[src/logic/tc2_pkg.sv]
// Shared constants and types of the eight-bit timer with two compare channels
package tc2_pkg;

   localparam int DW = 8;
   localparam int AW = 4;
   localparam int PRE_W = 10;

   // Register offsets
   localparam logic [AW-1:0] ADDR_CTRL_A = 4'h0;
   localparam logic [AW-1:0] ADDR_CTRL_B = 4'h1;
   localparam logic [AW-1:0] ADDR_COUNT  = 4'h2;
   localparam logic [AW-1:0] ADDR_CMP_A  = 4'h3;
   localparam logic [AW-1:0] ADDR_CMP_B  = 4'h4;
   localparam logic [AW-1:0] ADDR_FLAGS  = 4'h5;
   localparam logic [AW-1:0] ADDR_IEN    = 4'h6;
   localparam logic [AW-1:0] ADDR_ASYNC  = 4'h7;

   // Field positions
   localparam int CA_COMA_LSB = 6;
   localparam int CA_COMB_LSB = 4;
   localparam int CA_WGM_LSB  = 0;
   localparam int CB_FORCE_A  = 7;
   localparam int CB_FORCE_B  = 6;
   localparam int CB_WGM2     = 3;
   localparam int CB_CS_LSB   = 0;
   localparam int FL_OVF      = 0;
   localparam int FL_CMPA     = 1;
   localparam int FL_CMPB     = 2;
   localparam int AS_SEL      = 0;

   // Values
   localparam logic [DW-1:0] BOTTOM   = 8'h00;
   localparam logic [DW-1:0] MAX      = 8'hff;
   localparam logic [DW-1:0] RST_BYTE = 8'h00;
   localparam logic [2:0]    CS_STOP  = 3'h0;

   // Prescaler tap masks: divide by 8, 32, 64, 128, 256, 1024
   localparam logic [PRE_W-1:0] PRE_M8    = 10'h007;
   localparam logic [PRE_W-1:0] PRE_M32   = 10'h01f;
   localparam logic [PRE_W-1:0] PRE_M64   = 10'h03f;
   localparam logic [PRE_W-1:0] PRE_M128  = 10'h07f;
   localparam logic [PRE_W-1:0] PRE_M256  = 10'h0ff;
   localparam logic [PRE_W-1:0] PRE_M1024 = 10'h3ff;

   typedef enum logic [2:0] {
      TC2_NORMAL    = 3'b000,
      TC2_PHASE_MAX = 3'b001,
      TC2_CTC       = 3'b010,
      TC2_FAST_MAX  = 3'b011,
      TC2_RSV4      = 3'b100,
      TC2_PHASE_A   = 3'b101,
      TC2_RSV6      = 3'b110,
      TC2_FAST_A    = 3'b111
   } tc2_wgm_t;

   typedef enum logic [1:0] {
      TC2_COM_OFF    = 2'b00,
      TC2_COM_TOGGLE = 2'b01,
      TC2_COM_CLEAR  = 2'b10,
      TC2_COM_SET    = 2'b11
   } tc2_com_t;

   typedef enum logic [1:0] {
      TC2_K_NONPWM = 2'b00,
      TC2_K_FAST   = 2'b01,
      TC2_K_PHASE  = 2'b10
   } tc2_kind_t;

endpackage

[src/logic/tc2_timer.sv]
// Eight-bit up/down timer with two compare channels and waveform pin override
//
// What this block does
// RULE1 - Count value zero is the bottom of the sequence.
// RULE2 - Count value all ones is the maximum.
// RULE3 - Top is the maximum or compare value A, by waveform mode.
// RULE4 - Timer clock is the core clock unless async select picks the oscillator.
// RULE5 - Each timer clock clears, increments or decrements by direction and mode.
// RULE6 - Clock select zero stops counting; counter stays readable and writable.
// RULE7 - A processor counter write beats any clear or count.
// RULE8 - Three-bit waveform mode: two bits in control A, one in control B.
// RULE9 - Overflow flag sets per waveform mode and can raise an interrupt.
// RULE10 - Counter equal to a compare value sets that flag at the timer clock.
// RULE11 - Enabled compare flag interrupts; cleared by acknowledge or writing one.
// RULE12 - PWM modes double buffer compare values, loaded at top or bottom.
// RULE13 - Buffered: accesses reach the buffer; otherwise the active compare value.
// RULE14 - Force strobe in non-PWM modes acts like a match without flag or clear.
// RULE15 - A counter write blocks compare matches on the next timer clock.
// RULE16 - Output state survives waveform mode changes.
// RULE17 - Output mode bits act immediately, from the next match.
// RULE18 - Nonzero output mode puts the waveform on the pin; direction stays external.
// RULE19 - Output mode zero leaves the output state unchanged at a match.
// RULE20 - Software should set the output state before enabling pin drive.
// RULE21 - Software should not write bottom to the counter while counting down.
// RULE22 - Mode zero counts up, wraps to zero, overflow set as count becomes zero.
// RULE23 - Mode two clears the counter on a match with compare value A.
// RULE24 - Fast PWM is single slope; top is maximum in mode three, A in seven.
// RULE25 - Oscillator clocking is brought into the core clock before use.
//
// Our own choices: the strobed register port and the placing of the registers.
`timescale 1ns/1ns
`default_nettype none
module tc2_timer (
   // Clock and reset
   input  wire logic                   core_clk,
   input  wire logic                   arst_n,
   // Register port
   input  wire logic [tc2_pkg::AW-1:0] reg_addr,
   input  wire logic [tc2_pkg::DW-1:0] reg_wdata,
   input  wire logic                   reg_wr,
   input  wire logic                   reg_rd,
   output logic [tc2_pkg::DW-1:0]      reg_rdata,
   // Interrupt requests and acknowledges (overflow, compare A, compare B)
   output logic [2:0]                  irq,
   input  wire logic [2:0]             int_ack,
   // Oscillator pin
   input  wire logic                   osc_in_pin,
   // General port values for the two waveform pins
   input  wire logic                   port_out_a,
   input  wire logic                   port_out_b,
   input  wire logic                   wave_pin_direction_a,
   input  wire logic                   wave_pin_direction_b,
   // Waveform pins
   output logic                        wave_out_a,
   output logic                        wave_out_a_oe_n,
   output logic                        wave_out_b,
   output logic                        wave_out_b_oe_n
);
   import tc2_pkg::*;

   typedef struct packed {
      logic [DW-1:0]    ctrl_a;
      logic [DW-1:0]    ctrl_b;
      logic             async_sel;
      logic [DW-1:0]    cnt;
      logic             count_down;
      logic             blk;
      logic [2:0]       flags;
      logic [2:0]       ien;
      logic [DW-1:0]    rdata;
      logic             osc_s1;
      logic             osc_s2;
      logic             osc_d;
      logic [PRE_W-1:0] pre;
      logic [2:0]       irq;
      logic             pin_a;
      logic             pin_oe_n_a;
      logic             pin_b;
      logic             pin_oe_n_b;
   } tc2_state_t;

   tc2_state_t s_r;
   tc2_state_t s_nxt;

   tc2_wgm_t      wgm;
   tc2_kind_t     kind;
   tc2_com_t      com_a;
   tc2_com_t      com_b;
   logic [2:0]    cs;
   logic          base_en;
   logic          tick;
   logic [DW-1:0] top;
   logic          at_top;
   logic          at_bottom;
   logic          at_max;
   logic          update;
   logic          at_clear;
   logic          wr_cnt;
   logic          wr_cmp_a;
   logic          wr_cmp_b;
   logic          force_a;
   logic          force_b;
   logic [DW-1:0] cmp_act_a;
   logic [DW-1:0] cmp_act_b;
   logic [DW-1:0] cmp_view_a;
   logic [DW-1:0] cmp_view_b;
   logic          oc_a;
   logic          oc_b;
   logic          match_a;
   logic          match_b;

   // Mode decode
   assign wgm   = tc2_wgm_t'({s_r.ctrl_b[CB_WGM2],
                              s_r.ctrl_a[CA_WGM_LSB+1:CA_WGM_LSB]});    // see RULE8
   assign com_a = tc2_com_t'(s_r.ctrl_a[CA_COMA_LSB+1:CA_COMA_LSB]);
   assign com_b = tc2_com_t'(s_r.ctrl_a[CA_COMB_LSB+1:CA_COMB_LSB]);
   assign cs    = s_r.ctrl_b[CB_CS_LSB+2:CB_CS_LSB];

   always_comb begin
      unique case (wgm)
         TC2_FAST_MAX, TC2_FAST_A: begin
            kind = TC2_K_FAST;
         end
         TC2_PHASE_MAX, TC2_PHASE_A: begin
            kind = TC2_K_PHASE;
         end
         TC2_NORMAL, TC2_CTC, TC2_RSV4, TC2_RSV6: begin
            kind = TC2_K_NONPWM;
         end
      endcase
   end

   // Bus strobes
   assign wr_cnt   = reg_wr && (reg_addr == ADDR_COUNT);
   assign wr_cmp_a = reg_wr && (reg_addr == ADDR_CMP_A);
   assign wr_cmp_b = reg_wr && (reg_addr == ADDR_CMP_B);
   assign force_a  = reg_wr && (reg_addr == ADDR_CTRL_B) && reg_wdata[CB_FORCE_A];
   assign force_b  = reg_wr && (reg_addr == ADDR_CTRL_B) && reg_wdata[CB_FORCE_B];

   // Timer clock enable: core rate or synchronised oscillator edges, then prescaler
   assign base_en = s_r.async_sel ? (s_r.osc_s2 && !s_r.osc_d) : 1'b1;   // see RULE4 see RULE25

   always_comb begin
      unique case (cs)
         3'h0: tick = 1'b0;                                             // see RULE6
         3'h1: tick = base_en;
         3'h2: tick = base_en && ((s_r.pre & PRE_M8) == PRE_M8);
         3'h3: tick = base_en && ((s_r.pre & PRE_M32) == PRE_M32);
         3'h4: tick = base_en && ((s_r.pre & PRE_M64) == PRE_M64);
         3'h5: tick = base_en && ((s_r.pre & PRE_M128) == PRE_M128);
         3'h6: tick = base_en && ((s_r.pre & PRE_M256) == PRE_M256);
         3'h7: tick = base_en && ((s_r.pre & PRE_M1024) == PRE_M1024);
      endcase
   end

   // Sequence limits
   assign top       = (wgm == TC2_PHASE_A || wgm == TC2_FAST_A) ? cmp_act_a : MAX; // see RULE3
   assign at_top    = (s_r.cnt == top);
   assign at_bottom = (s_r.cnt == BOTTOM);                              // see RULE1
   assign at_max    = (s_r.cnt == MAX);                                 // see RULE2
   assign at_clear  = at_top;
   assign update    = (kind == TC2_K_FAST) ? at_top
                                           : (at_top && !s_r.count_down); // see RULE12

   tc2_chan u_chan_a (
      .core_clk   (core_clk),
      .arst_n     (arst_n),
      .cmp_wr     (wr_cmp_a),
      .wdata      (reg_wdata),
      .force_hit  (force_a),
      .com        (com_a),
      .kind       (kind),
      .tick       (tick),
      .update     (update),
      .blocked    (s_r.blk),
      .count_down (s_r.count_down),
      .at_clear   (at_clear),
      .cnt        (s_r.cnt),
      .cmp_act    (cmp_act_a),
      .cmp_view   (cmp_view_a),
      .oc         (oc_a),
      .match      (match_a)
   );

   tc2_chan u_chan_b (
      .core_clk   (core_clk),
      .arst_n     (arst_n),
      .cmp_wr     (wr_cmp_b),
      .wdata      (reg_wdata),
      .force_hit  (force_b),
      .com        (com_b),
      .kind       (kind),
      .tick       (tick),
      .update     (update),
      .blocked    (s_r.blk),
      .count_down (s_r.count_down),
      .at_clear   (at_clear),
      .cnt        (s_r.cnt),
      .cmp_act    (cmp_act_b),
      .cmp_view   (cmp_view_b),
      .oc         (oc_b),
      .match      (match_b)
   );

   always_comb begin
      logic [2:0] set_f;
      logic [2:0] clr_f;
      set_f = 3'h0;
      clr_f = int_ack;
      s_nxt = s_r;

      // Oscillator pin synchroniser and prescaler
      s_nxt.osc_s1 = osc_in_pin;
      s_nxt.osc_s2 = s_r.osc_s1;
      s_nxt.osc_d  = s_r.osc_s2;
      if (base_en) begin
         s_nxt.pre = s_r.pre + 10'h001;
      end

      // Counting sequence
      if (tick) begin                                                   // see RULE5
         unique case (wgm)
            TC2_NORMAL, TC2_RSV4, TC2_RSV6: begin
               s_nxt.cnt = s_r.cnt + 8'h01;                             // see RULE22
               set_f[FL_OVF] = at_max;
            end
            TC2_CTC: begin
               s_nxt.cnt = match_a ? BOTTOM : s_r.cnt + 8'h01;          // see RULE23
               set_f[FL_OVF] = at_max;
            end
            TC2_FAST_MAX, TC2_FAST_A: begin
               s_nxt.cnt = at_top ? BOTTOM : s_r.cnt + 8'h01;           // see RULE24
               set_f[FL_OVF] = at_top;                                  // see RULE9
            end
            TC2_PHASE_MAX, TC2_PHASE_A: begin
               if (!s_r.count_down) begin
                  s_nxt.count_down = at_top;
                  s_nxt.cnt = at_top ? s_r.cnt - 8'h01 : s_r.cnt + 8'h01;
               end else begin
                  s_nxt.count_down = !at_bottom;
                  s_nxt.cnt = at_bottom ? s_r.cnt + 8'h01 : s_r.cnt - 8'h01;
                  set_f[FL_OVF] = at_bottom;                            // see RULE9
               end
            end
         endcase
         s_nxt.blk = 1'b0;
      end
      if (kind != TC2_K_PHASE) begin
         s_nxt.count_down = 1'b0;
      end
      set_f[FL_CMPA] = match_a;                                         // see RULE10
      set_f[FL_CMPB] = match_b;

      // Register writes
      if (reg_wr) begin
         unique case (reg_addr)
            ADDR_CTRL_A: s_nxt.ctrl_a = reg_wdata;                      // see RULE16
            ADDR_CTRL_B: s_nxt.ctrl_b = reg_wdata & 8'h3f;
            ADDR_COUNT: begin
               s_nxt.cnt = reg_wdata;                                   // see RULE7
               s_nxt.blk = 1'b1;                                        // see RULE15
            end
            ADDR_FLAGS: clr_f = clr_f | reg_wdata[2:0];                 // see RULE11
            ADDR_IEN:   s_nxt.ien = reg_wdata[2:0];
            ADDR_ASYNC: s_nxt.async_sel = reg_wdata[AS_SEL];
            default: begin
            end
         endcase
      end
      s_nxt.flags = (s_r.flags & ~clr_f) | set_f;
      s_nxt.irq   = s_nxt.flags & s_r.ien;                              // see RULE11

      // Register reads, answered in the next cycle
      s_nxt.rdata = RST_BYTE;
      if (reg_rd) begin
         unique case (reg_addr)
            ADDR_CTRL_A: s_nxt.rdata = s_r.ctrl_a;
            ADDR_CTRL_B: s_nxt.rdata = s_r.ctrl_b;
            ADDR_COUNT:  s_nxt.rdata = s_r.cnt;
            ADDR_CMP_A:  s_nxt.rdata = cmp_view_a;                      // see RULE13
            ADDR_CMP_B:  s_nxt.rdata = cmp_view_b;
            ADDR_FLAGS:  s_nxt.rdata = {5'h00, s_r.flags};
            ADDR_IEN:    s_nxt.rdata = {5'h00, s_r.ien};
            ADDR_ASYNC:  s_nxt.rdata = {7'h00, s_r.async_sel};
            default:     s_nxt.rdata = RST_BYTE;
         endcase
      end

      // Pin override
      s_nxt.pin_a      = (com_a != TC2_COM_OFF) ? oc_a : port_out_a;  // see RULE18
      s_nxt.pin_b      = (com_b != TC2_COM_OFF) ? oc_b : port_out_b;
      s_nxt.pin_oe_n_a = !wave_pin_direction_a;
      s_nxt.pin_oe_n_b = !wave_pin_direction_b;
   end

   always_ff @(posedge core_clk or negedge arst_n) begin
      if (!arst_n) begin
         s_r            <= '0;
         s_r.pin_oe_n_a <= 1'b1;
         s_r.pin_oe_n_b <= 1'b1;
      end else begin
         s_r <= s_nxt;
      end
   end

   assign reg_rdata       = s_r.rdata;
   assign irq             = s_r.irq;
   assign wave_out_a      = s_r.pin_a;
   assign wave_out_a_oe_n = s_r.pin_oe_n_a;
   assign wave_out_b      = s_r.pin_b;
   assign wave_out_b_oe_n = s_r.pin_oe_n_b;
endmodule
`default_nettype wire

[src/logic/tc2_chan.sv]
// One compare channel: compare buffer, active compare value and output state
`timescale 1ns/1ns
`default_nettype none
module tc2_chan (
   // Clock and reset
   input  wire logic                core_clk,
   input  wire logic                arst_n,
   // Processor side
   input  wire logic                cmp_wr,
   input  wire logic [tc2_pkg::DW-1:0] wdata,
   input  wire logic                force_hit,
   input  wire tc2_pkg::tc2_com_t   com,
   // Counter side
   input  wire tc2_pkg::tc2_kind_t  kind,
   input  wire logic                tick,
   input  wire logic                update,
   input  wire logic                blocked,
   input  wire logic                count_down,
   input  wire logic                at_clear,
   input  wire logic [tc2_pkg::DW-1:0] cnt,
   // Results
   output logic [tc2_pkg::DW-1:0]   cmp_act,
   output logic [tc2_pkg::DW-1:0]   cmp_view,
   output logic                     oc,
   output logic                     match
);
   import tc2_pkg::*;

   typedef struct packed {
      logic [DW-1:0] cmp_buf;
      logic [DW-1:0] cmp_act;
      logic          oc;
   } tc2_chan_st_t;

   tc2_chan_st_t s_r;
   tc2_chan_st_t s_nxt;
   logic         buffered;

   assign buffered = (kind != TC2_K_NONPWM);                          // see RULE12
   assign match    = tick && !blocked && (cnt == s_r.cmp_act);        // see RULE10 see RULE15
   assign cmp_act  = s_r.cmp_act;
   assign cmp_view = buffered ? s_r.cmp_buf : s_r.cmp_act;            // see RULE13
   assign oc       = s_r.oc;

   always_comb begin
      s_nxt = s_r;
      if (tick && update && buffered) begin
         s_nxt.cmp_act = s_r.cmp_buf;                                 // see RULE12
      end
      if (cmp_wr) begin
         s_nxt.cmp_buf = wdata;
         if (!buffered) begin
            s_nxt.cmp_act = wdata;                                    // see RULE13
         end
      end
      // Fast PWM restart action at the clear to bottom
      if (kind == TC2_K_FAST && at_clear && tick) begin
         if (com == TC2_COM_CLEAR) begin
            s_nxt.oc = 1'b1;
         end else if (com == TC2_COM_SET) begin
            s_nxt.oc = 1'b0;
         end
      end
      // Compare action; zero mode leaves the state alone
      if (match || (force_hit && kind == TC2_K_NONPWM)) begin        // see RULE14 see RULE19
         unique case (com)                                            // see RULE17
            TC2_COM_OFF: begin
               s_nxt.oc = s_r.oc;
            end
            TC2_COM_TOGGLE: begin
               s_nxt.oc = !s_r.oc;
            end
            TC2_COM_CLEAR: begin
               s_nxt.oc = (kind == TC2_K_PHASE) ? count_down : 1'b0;
            end
            TC2_COM_SET: begin
               s_nxt.oc = (kind == TC2_K_PHASE) ? !count_down : 1'b1;
            end
         endcase
      end
   end

   always_ff @(posedge core_clk or negedge arst_n) begin
      if (!arst_n) begin
         s_r <= '0;
      end else begin
         s_r <= s_nxt;
      end
   end

endmodule
`default_nettype wire

[config.mk]
export PLATFORM = sky130hd
export DESIGN_NAME = tc2_timer
export DESIGN_NICKNAME = d
export VERILOG_FILES = /design/src/logic/tc2_pkg.sv /design/src/logic/tc2_timer.sv /design/src/logic/tc2_chan.sv
export SDC_FILE = /design/constraint.sdc
export NUM_CORES = 1
export LEC_CHECK = 0
export ABC_AREA = 0
export BUFFER_PORTS_ARGS = -buffer_cell sky130_fd_sc_hd__buf_4
export CORE_MARGIN = 3
export CORE_UTILIZATION = 45
export DETAILED_ROUTE_END_ITERATION = 8
export PLACE_DENSITY_LB_ADDON = 0.12
export SYNTH_ARGS = -nofsm -noshare
export SYNTH_HDL_FRONTEND = slang
export SYNTH_SLANG_ARGS = --single-unit
[constraint.sdc]
create_clock -name core_clk -period 3.27 [get_ports core_clk]
set_input_delay 0.327 -clock core_clk [delete_from_list [all_inputs] [get_ports core_clk]]
set_output_delay 0.327 -clock core_clk [all_outputs]
set_load 0.05 [all_outputs]
---- After elaboration in Yosys (flattened, before gate mapping) ----
Memories as Yosys holds them, arrays and structs flattened.
Index checks and enable logic that the tools add are counted.
Widths: inputs -> output; s select.
storage, ports and cells
  bits of input ports ..................... 24
  output and inout bits ................... 15
  register bits after elaboration ......... 93
  memories ................................ 1
  ROM bits ................................ 16
memories
  memory            depth  bits a word  rd ports  clocked after Yosys merged registers in  wr ports  line              RTL
  (name not given)  8      2            1         0                                        0         tc2_timer.sv:120  unique case (wgm)
operators by class
  $add $sub $neg .......................... 3
  reductions and logical operators ........ 60
  bitwise operators ....................... 5
  eq/ne operators ......................... 42
  multiplexer cells ....................... 46
operators with widths
  kind                   count
  $mux 8                 16
  $pmux 8 s8             1
  $pmux 8 s4             1
  $eq 3x3->1 const B     9
  $eq 8x8->1             3
  $logic_and 1x1->1      22
  $mux 1                 20
  $eq 4x3->1 const B     4
  $eq 8x8->1 const B     2
  $reduce_bool 2->1      7
  $eq 3x2->1 const B     4
  $add 10x1->10 const B  1
  $eq 10x10->1 const B   1
  $eq 2x2->1 const B     5
  $mux 10                1
  $reduce_and 2->1       5
  $mux 9                 1
  $pmux 1 s3             3
  $add 8x1->8 const B    1
  $eq 4x2->1 const B     2
  $logic_not 1->1        8
  $logic_not 8->1        1
  $pmux 1 s8             1
  $sub 8x1->8 const B    1
  20 further kinds       36

---- Logic depth before layout (Yosys ltp) ----
  depth in word-level cells ............... 12
  gate-level depth with buffers ........... 13
  mapped depth without buffers ............ 10

---- By module ----
From an unflattened synthesis, not the netlist that was laid out.
unflattened totals
  cell total of the unflattened synthesis .. 570
  area, all modules ....................... 5853.1 um^2
by module, submodules not included
  module     area an instance (um^2)  times used  sequential area each (um^2)  cells an instance
  tc2_timer  3593.4                   1           1478.9                       378
  tc2_chan   1129.8                   2           425.4                        96

---- Worst setup path after synthesis ----
OpenSTA, ideal clock, no wires.
  path type ............................... reg2reg
  from .................................... register s_r[7] (netlist bit)
  to ...................................... register u_chan_a.s_r, in the netlist u_chan_a.oc
  clock period less this slack ............ 2496 ps
  setup time .............................. 77 ps
  path buffers ............................ 2
  path slack .............................. 774 ps
  arrival ................................. 2419 ps
  stages on the path, launching flop included .. 13
  required time ........................... 3193 ps
  cell sequence ........................... dfrtp_1 ha_1 and3_1 ha_1 and3b_1 a2111oi_4 a31o_1 buf_6 and2_4 buf_6 and4_1 a311o_1 a21oi_1
between the ends
  longest elaborated chain between the ends .. 8
ends and longest elaborated chain
  item                                          line              RTL
  from (decl)                                   tc2_timer.sv:82   tc2_state_t s_r;
  from (signal assigned)                        tc2_timer.sv:302  s_r <= s_nxt;
  $eq 10x10->1 (tied with other cells)          tc2_timer.sv:152  3'h7: tick = base_en && ((s_r.pre & PRE_M1024) == PRE_M1024);
  $logic_and 1x1->1 (tied with other cells)     tc2_timer.sv:152
  $pmux 1 s8 (*)                                tc2_timer.sv:144  unique case (cs)
  $logic_and 1x1->1 (2 in a row)                tc2_chan.sv:40    assign match = tick && !blocked && (cnt == s_r.cmp_act);
  $logic_or 1x1->1                              tc2_chan.sv:65    if (match || (force_hit && kind == TC2_K_NONPWM)) begin
  $ne 2x2->1 (no line) (tied with other cells)  n/a
  $reduce_and 3->1 (no line)                    n/a
  to (signal assigned)                          tc2_chan.sv:87    s_r <= s_nxt;
  to (decl)                                     tc2_chan.sv:35    tc2_chan_st_t s_r;
Every way passes the cells marked *; elsewhere a longest branch is shown, timed or not.
A chain may end at the register's enable or synchronous reset.

==> metrics.yaml <==
run_status:
  status: "complete, no violations"
synthesis:
  synth_cells: 544
  ys.flop_type: "dfrtp_1"
  ys_seq_area_share_pct: 43.1
  synth-simple-area-share_pct: 16.5
  synth-xor-area-share_pct: 3.24
  muxShareOfSynthArea_pct: 13.5
  ys_ff_latch: 93
  yosys.cell_types.count: 69
  synthArstFlopShare_pct: 100
  synth.net_count: 574
  synthAdderAreaFrac_pct: 1.39
  netlist_area_um2: 5400
  postSynthAreaPerCell_um2: 9.93
  synth_edf_count: 0
  synth-warning-count: 0
  synth-compound-area-share_pct: 16.4
  synth_top_family_by_area: "simple AND/OR/NAND/NOR gates"
cts:
  clockBufferDepth: 2
  clock_sinks: 93
  post_cts_buffers: 0
  clk_pin_slew_ps: 60
  tritoncts: "built"
  hold_buffers: 0
  cts_buffers: 9
  cts_resized: 0
  cts-root-buf: "clkbuf_16"
  clk_latency_ps: 350
  htree_levels: 3
power:
  power.density_nw_per_um2: 719
  clockPowerShare_pct: 26.2
  p_comb_share_pct: 31.6
  leakage_uw: 0.00271
  switchingPower_uw: 1590
  ir_drop_mv: 0.337
  p_seq_share_pct: 42.3
  switching_share_pct: 36.4
  power.internal_uw: 2770
timing:
  max_slew.worst_pin.slew_ps: 914
  finalHoldViolCount: 0
  finalSetupTns_ps: 0
  slew_violations: 0
  slew_headroom_pct: 39.1
  fin_crit_ps: 2860
  setup_viol: 0
  rsz0062_at_grt: "no"
  skew_ps: 4.91
  setup_slack_ps: 406
  fmax_mhz: 349
  fin_crit_sh_pct: 87.6
detailed_routing:
  firstDrtPassIters: 5
  wl_per_cell_um: 20.1
  drt_wl_total_um: 14400
  vias: 4269
  routed_via_density: 5.96
  antenna_left: 0
  drt-initial-drc-count: 392
  drc: 0
min_path:
  worstHoldEndpoint: "wave_out_b_oe_n"
  whs_path_depth: 2
  hp-start: "wave_pin_direction_b"
  hold_path.class: "primary input to register"
floorplanning:
  core_area_um2: 11600
  die_w_um: 116
  fp.dieH_um: 116
  rows: 39
  die-area_um2: 13400
  io-pin-count: 39
  initial_core_util_pct: 46.7
place:
  gp_congestion: 0.940
  numPortBuffers: 38
  dp_hpwl_um: 10200
  place_ws_ps: 450
  dp.cells: 700
  dpl_cell_area_um2: 5740
final_layout:
  layout-drive-gt1-share_pct: 23.9
  multi_input_area_um2: 2750
  area_growth_pct: 12.3
  fin_cells: 716
  final_common_cell: "dfrtp_1"
  nFillCells: 1040
  mostFrequentLayoutCells: "dfrtp_1 (91), buf_4 (57), nand2_1 (50)"
  regArea_um2: 2330
  fin_area_um2: 6060
  fin_util_pct: 52.4
  num-nets-final: 598
  antennaDiodeCount: 0
setup_path:
  cp.required_ps: 3480
  critPathArrivalTime_ps: 3080
  start_kind: "register"
  rrSetupSlack_ps: 410
  ff2ff_path_depth: 10
  reg2reg_to: "u_chan_b.cmp_act[7]"
  criticalPathCategory: "register to register"
  worstPathMaxFanout: 16
  critical_path.endpoint_type: "register"
  r2r_start: "s_r[7]"
grt:
  grt_pass1_vias: 4151
  grt-ovfl-total: 0
  grt_pass1_wl_um: 23100
  grt_max_degree: 68
  grt_antenna_before_repair: 0
  grt_usage_pct: 22.8
job:
  max_cap_violations: 0
[cell usage after synthesis, types with 12 or more instances]
cell	count	share of area, %
nand3_1	16	1.5
nor2_1	37	2.6
xnor2_1	13	2.1
a21oi_1	35	3.2
dfrtp_1	91	42
clkbuf_1	14	0.97
inv_1	12	0.83
buf_4	12	1.7
and3_1	12	1.4
mux2i_1	22	4.1
mux2_2	45	9.4
nand2_1	50	3.5
o21ai_1	22	2.0
[registers in the layout, summed over array words and instances, names as in the netlist]
name              cells
reg_rdata             8
wave_out_b_oe_n       1
u_chan_a.cmp_act      8
wave_out_a            1
u_chan_b.s_r          8
s_r                  35
u_chan_a.oc           1
u_chan_b.cmp_act      8
wave_out_a_oe_n       1
com_a                 2
com_b                 2
cs                    3
u_chan_b.oc           1
irq                   3
s_nxt                 2
wave_out_b            1
u_chan_a.s_r          8
[metal layers]
| layer | track usage [%] | routed length, um | vias to the layer above |
|---|---|---|---|
| li1 | - | - | 1999 |
| met1 | 32.6 | 6810 | 2122 |
| met2 | 34.4 | 6560 | 121 |
| met3 | 3.13 | 626 | 27 |
| met4 | 10.3 | 377 | 0 |
| met5 | 0 | 0 | - |
[cell type report]
| type | count | share of cell area (%) |
|---|---|---|
| well taps | 143 | 2.95 |
| inverters | 14 | 0.867 |
| clock inverters | 6 | 1.42 |
| flip-flops and latches | 93 | 38.4 |
| clock buffers | 10 | 3.94 |
| multi-input cells | 393 | 45.3 |
| repair buffers | 57 | 7.06 |
[power groups by stage]
stage | sequential (uW) | combinational (uW) | clock, uW
finish | 1840 | 1380 | 1140
global route | 1880 | 1520 | 1220
CTS | 1830 | 1380 | 1170
detailed placement | 1850 | 1370 | 0
global placement | 1840 | 1340 | 0
floorplan | 1680 | 1140 | 0
[worst max-delay path, cell delays in order, from the launching register on]
cell and delay [ps]:
dfrtp_1 380, ha_1 180, and3_1 180, ha_1 130
and3b_1 190, a2111oi_4 290, a31o_1 420, and2_4 280
nand3_4 280, mux2i_1 260, o21ai_1 100
[kinds of logic (layout without fill, tap and decap cells)]
kind of cell,Yosys count,count (layout)
adder cells (fa/ha/maj),6,6
AND/OR/NAND/NOR,173,173
multiplexers,67,67
XOR/XNOR,20,20
flip-flops,93,93
AO/OA/AOI/OAI,127,127
buffers and inverters,58,87
[how the worst max path moves through the flow]
stage,startpoint,end,slack (ps),cells after the start
floorplan,s_r[7],u_chan_a.oc,770,12
global placement,s_r[7],u_chan_b.cmp_act[5],540,10
detailed placement,s_r[7],u_chan_b.cmp_act[7],450,10
CTS,s_r[7],u_chan_b.cmp_act[7],430,10
global route,s_r[7],s_r[37],160,10
finish,s_r[7],u_chan_b.cmp_act[7],410,10
[per-stage QoR]
step                total power [uW]  hold slack (ps)
floorplan                       2820             31.4
global placement                3180              343
detailed placement              3220              340
CTS                             4380             66.1
global route                    4630             63.4
finish                          4360             79.5
Power figures use the tool's default switching activity.
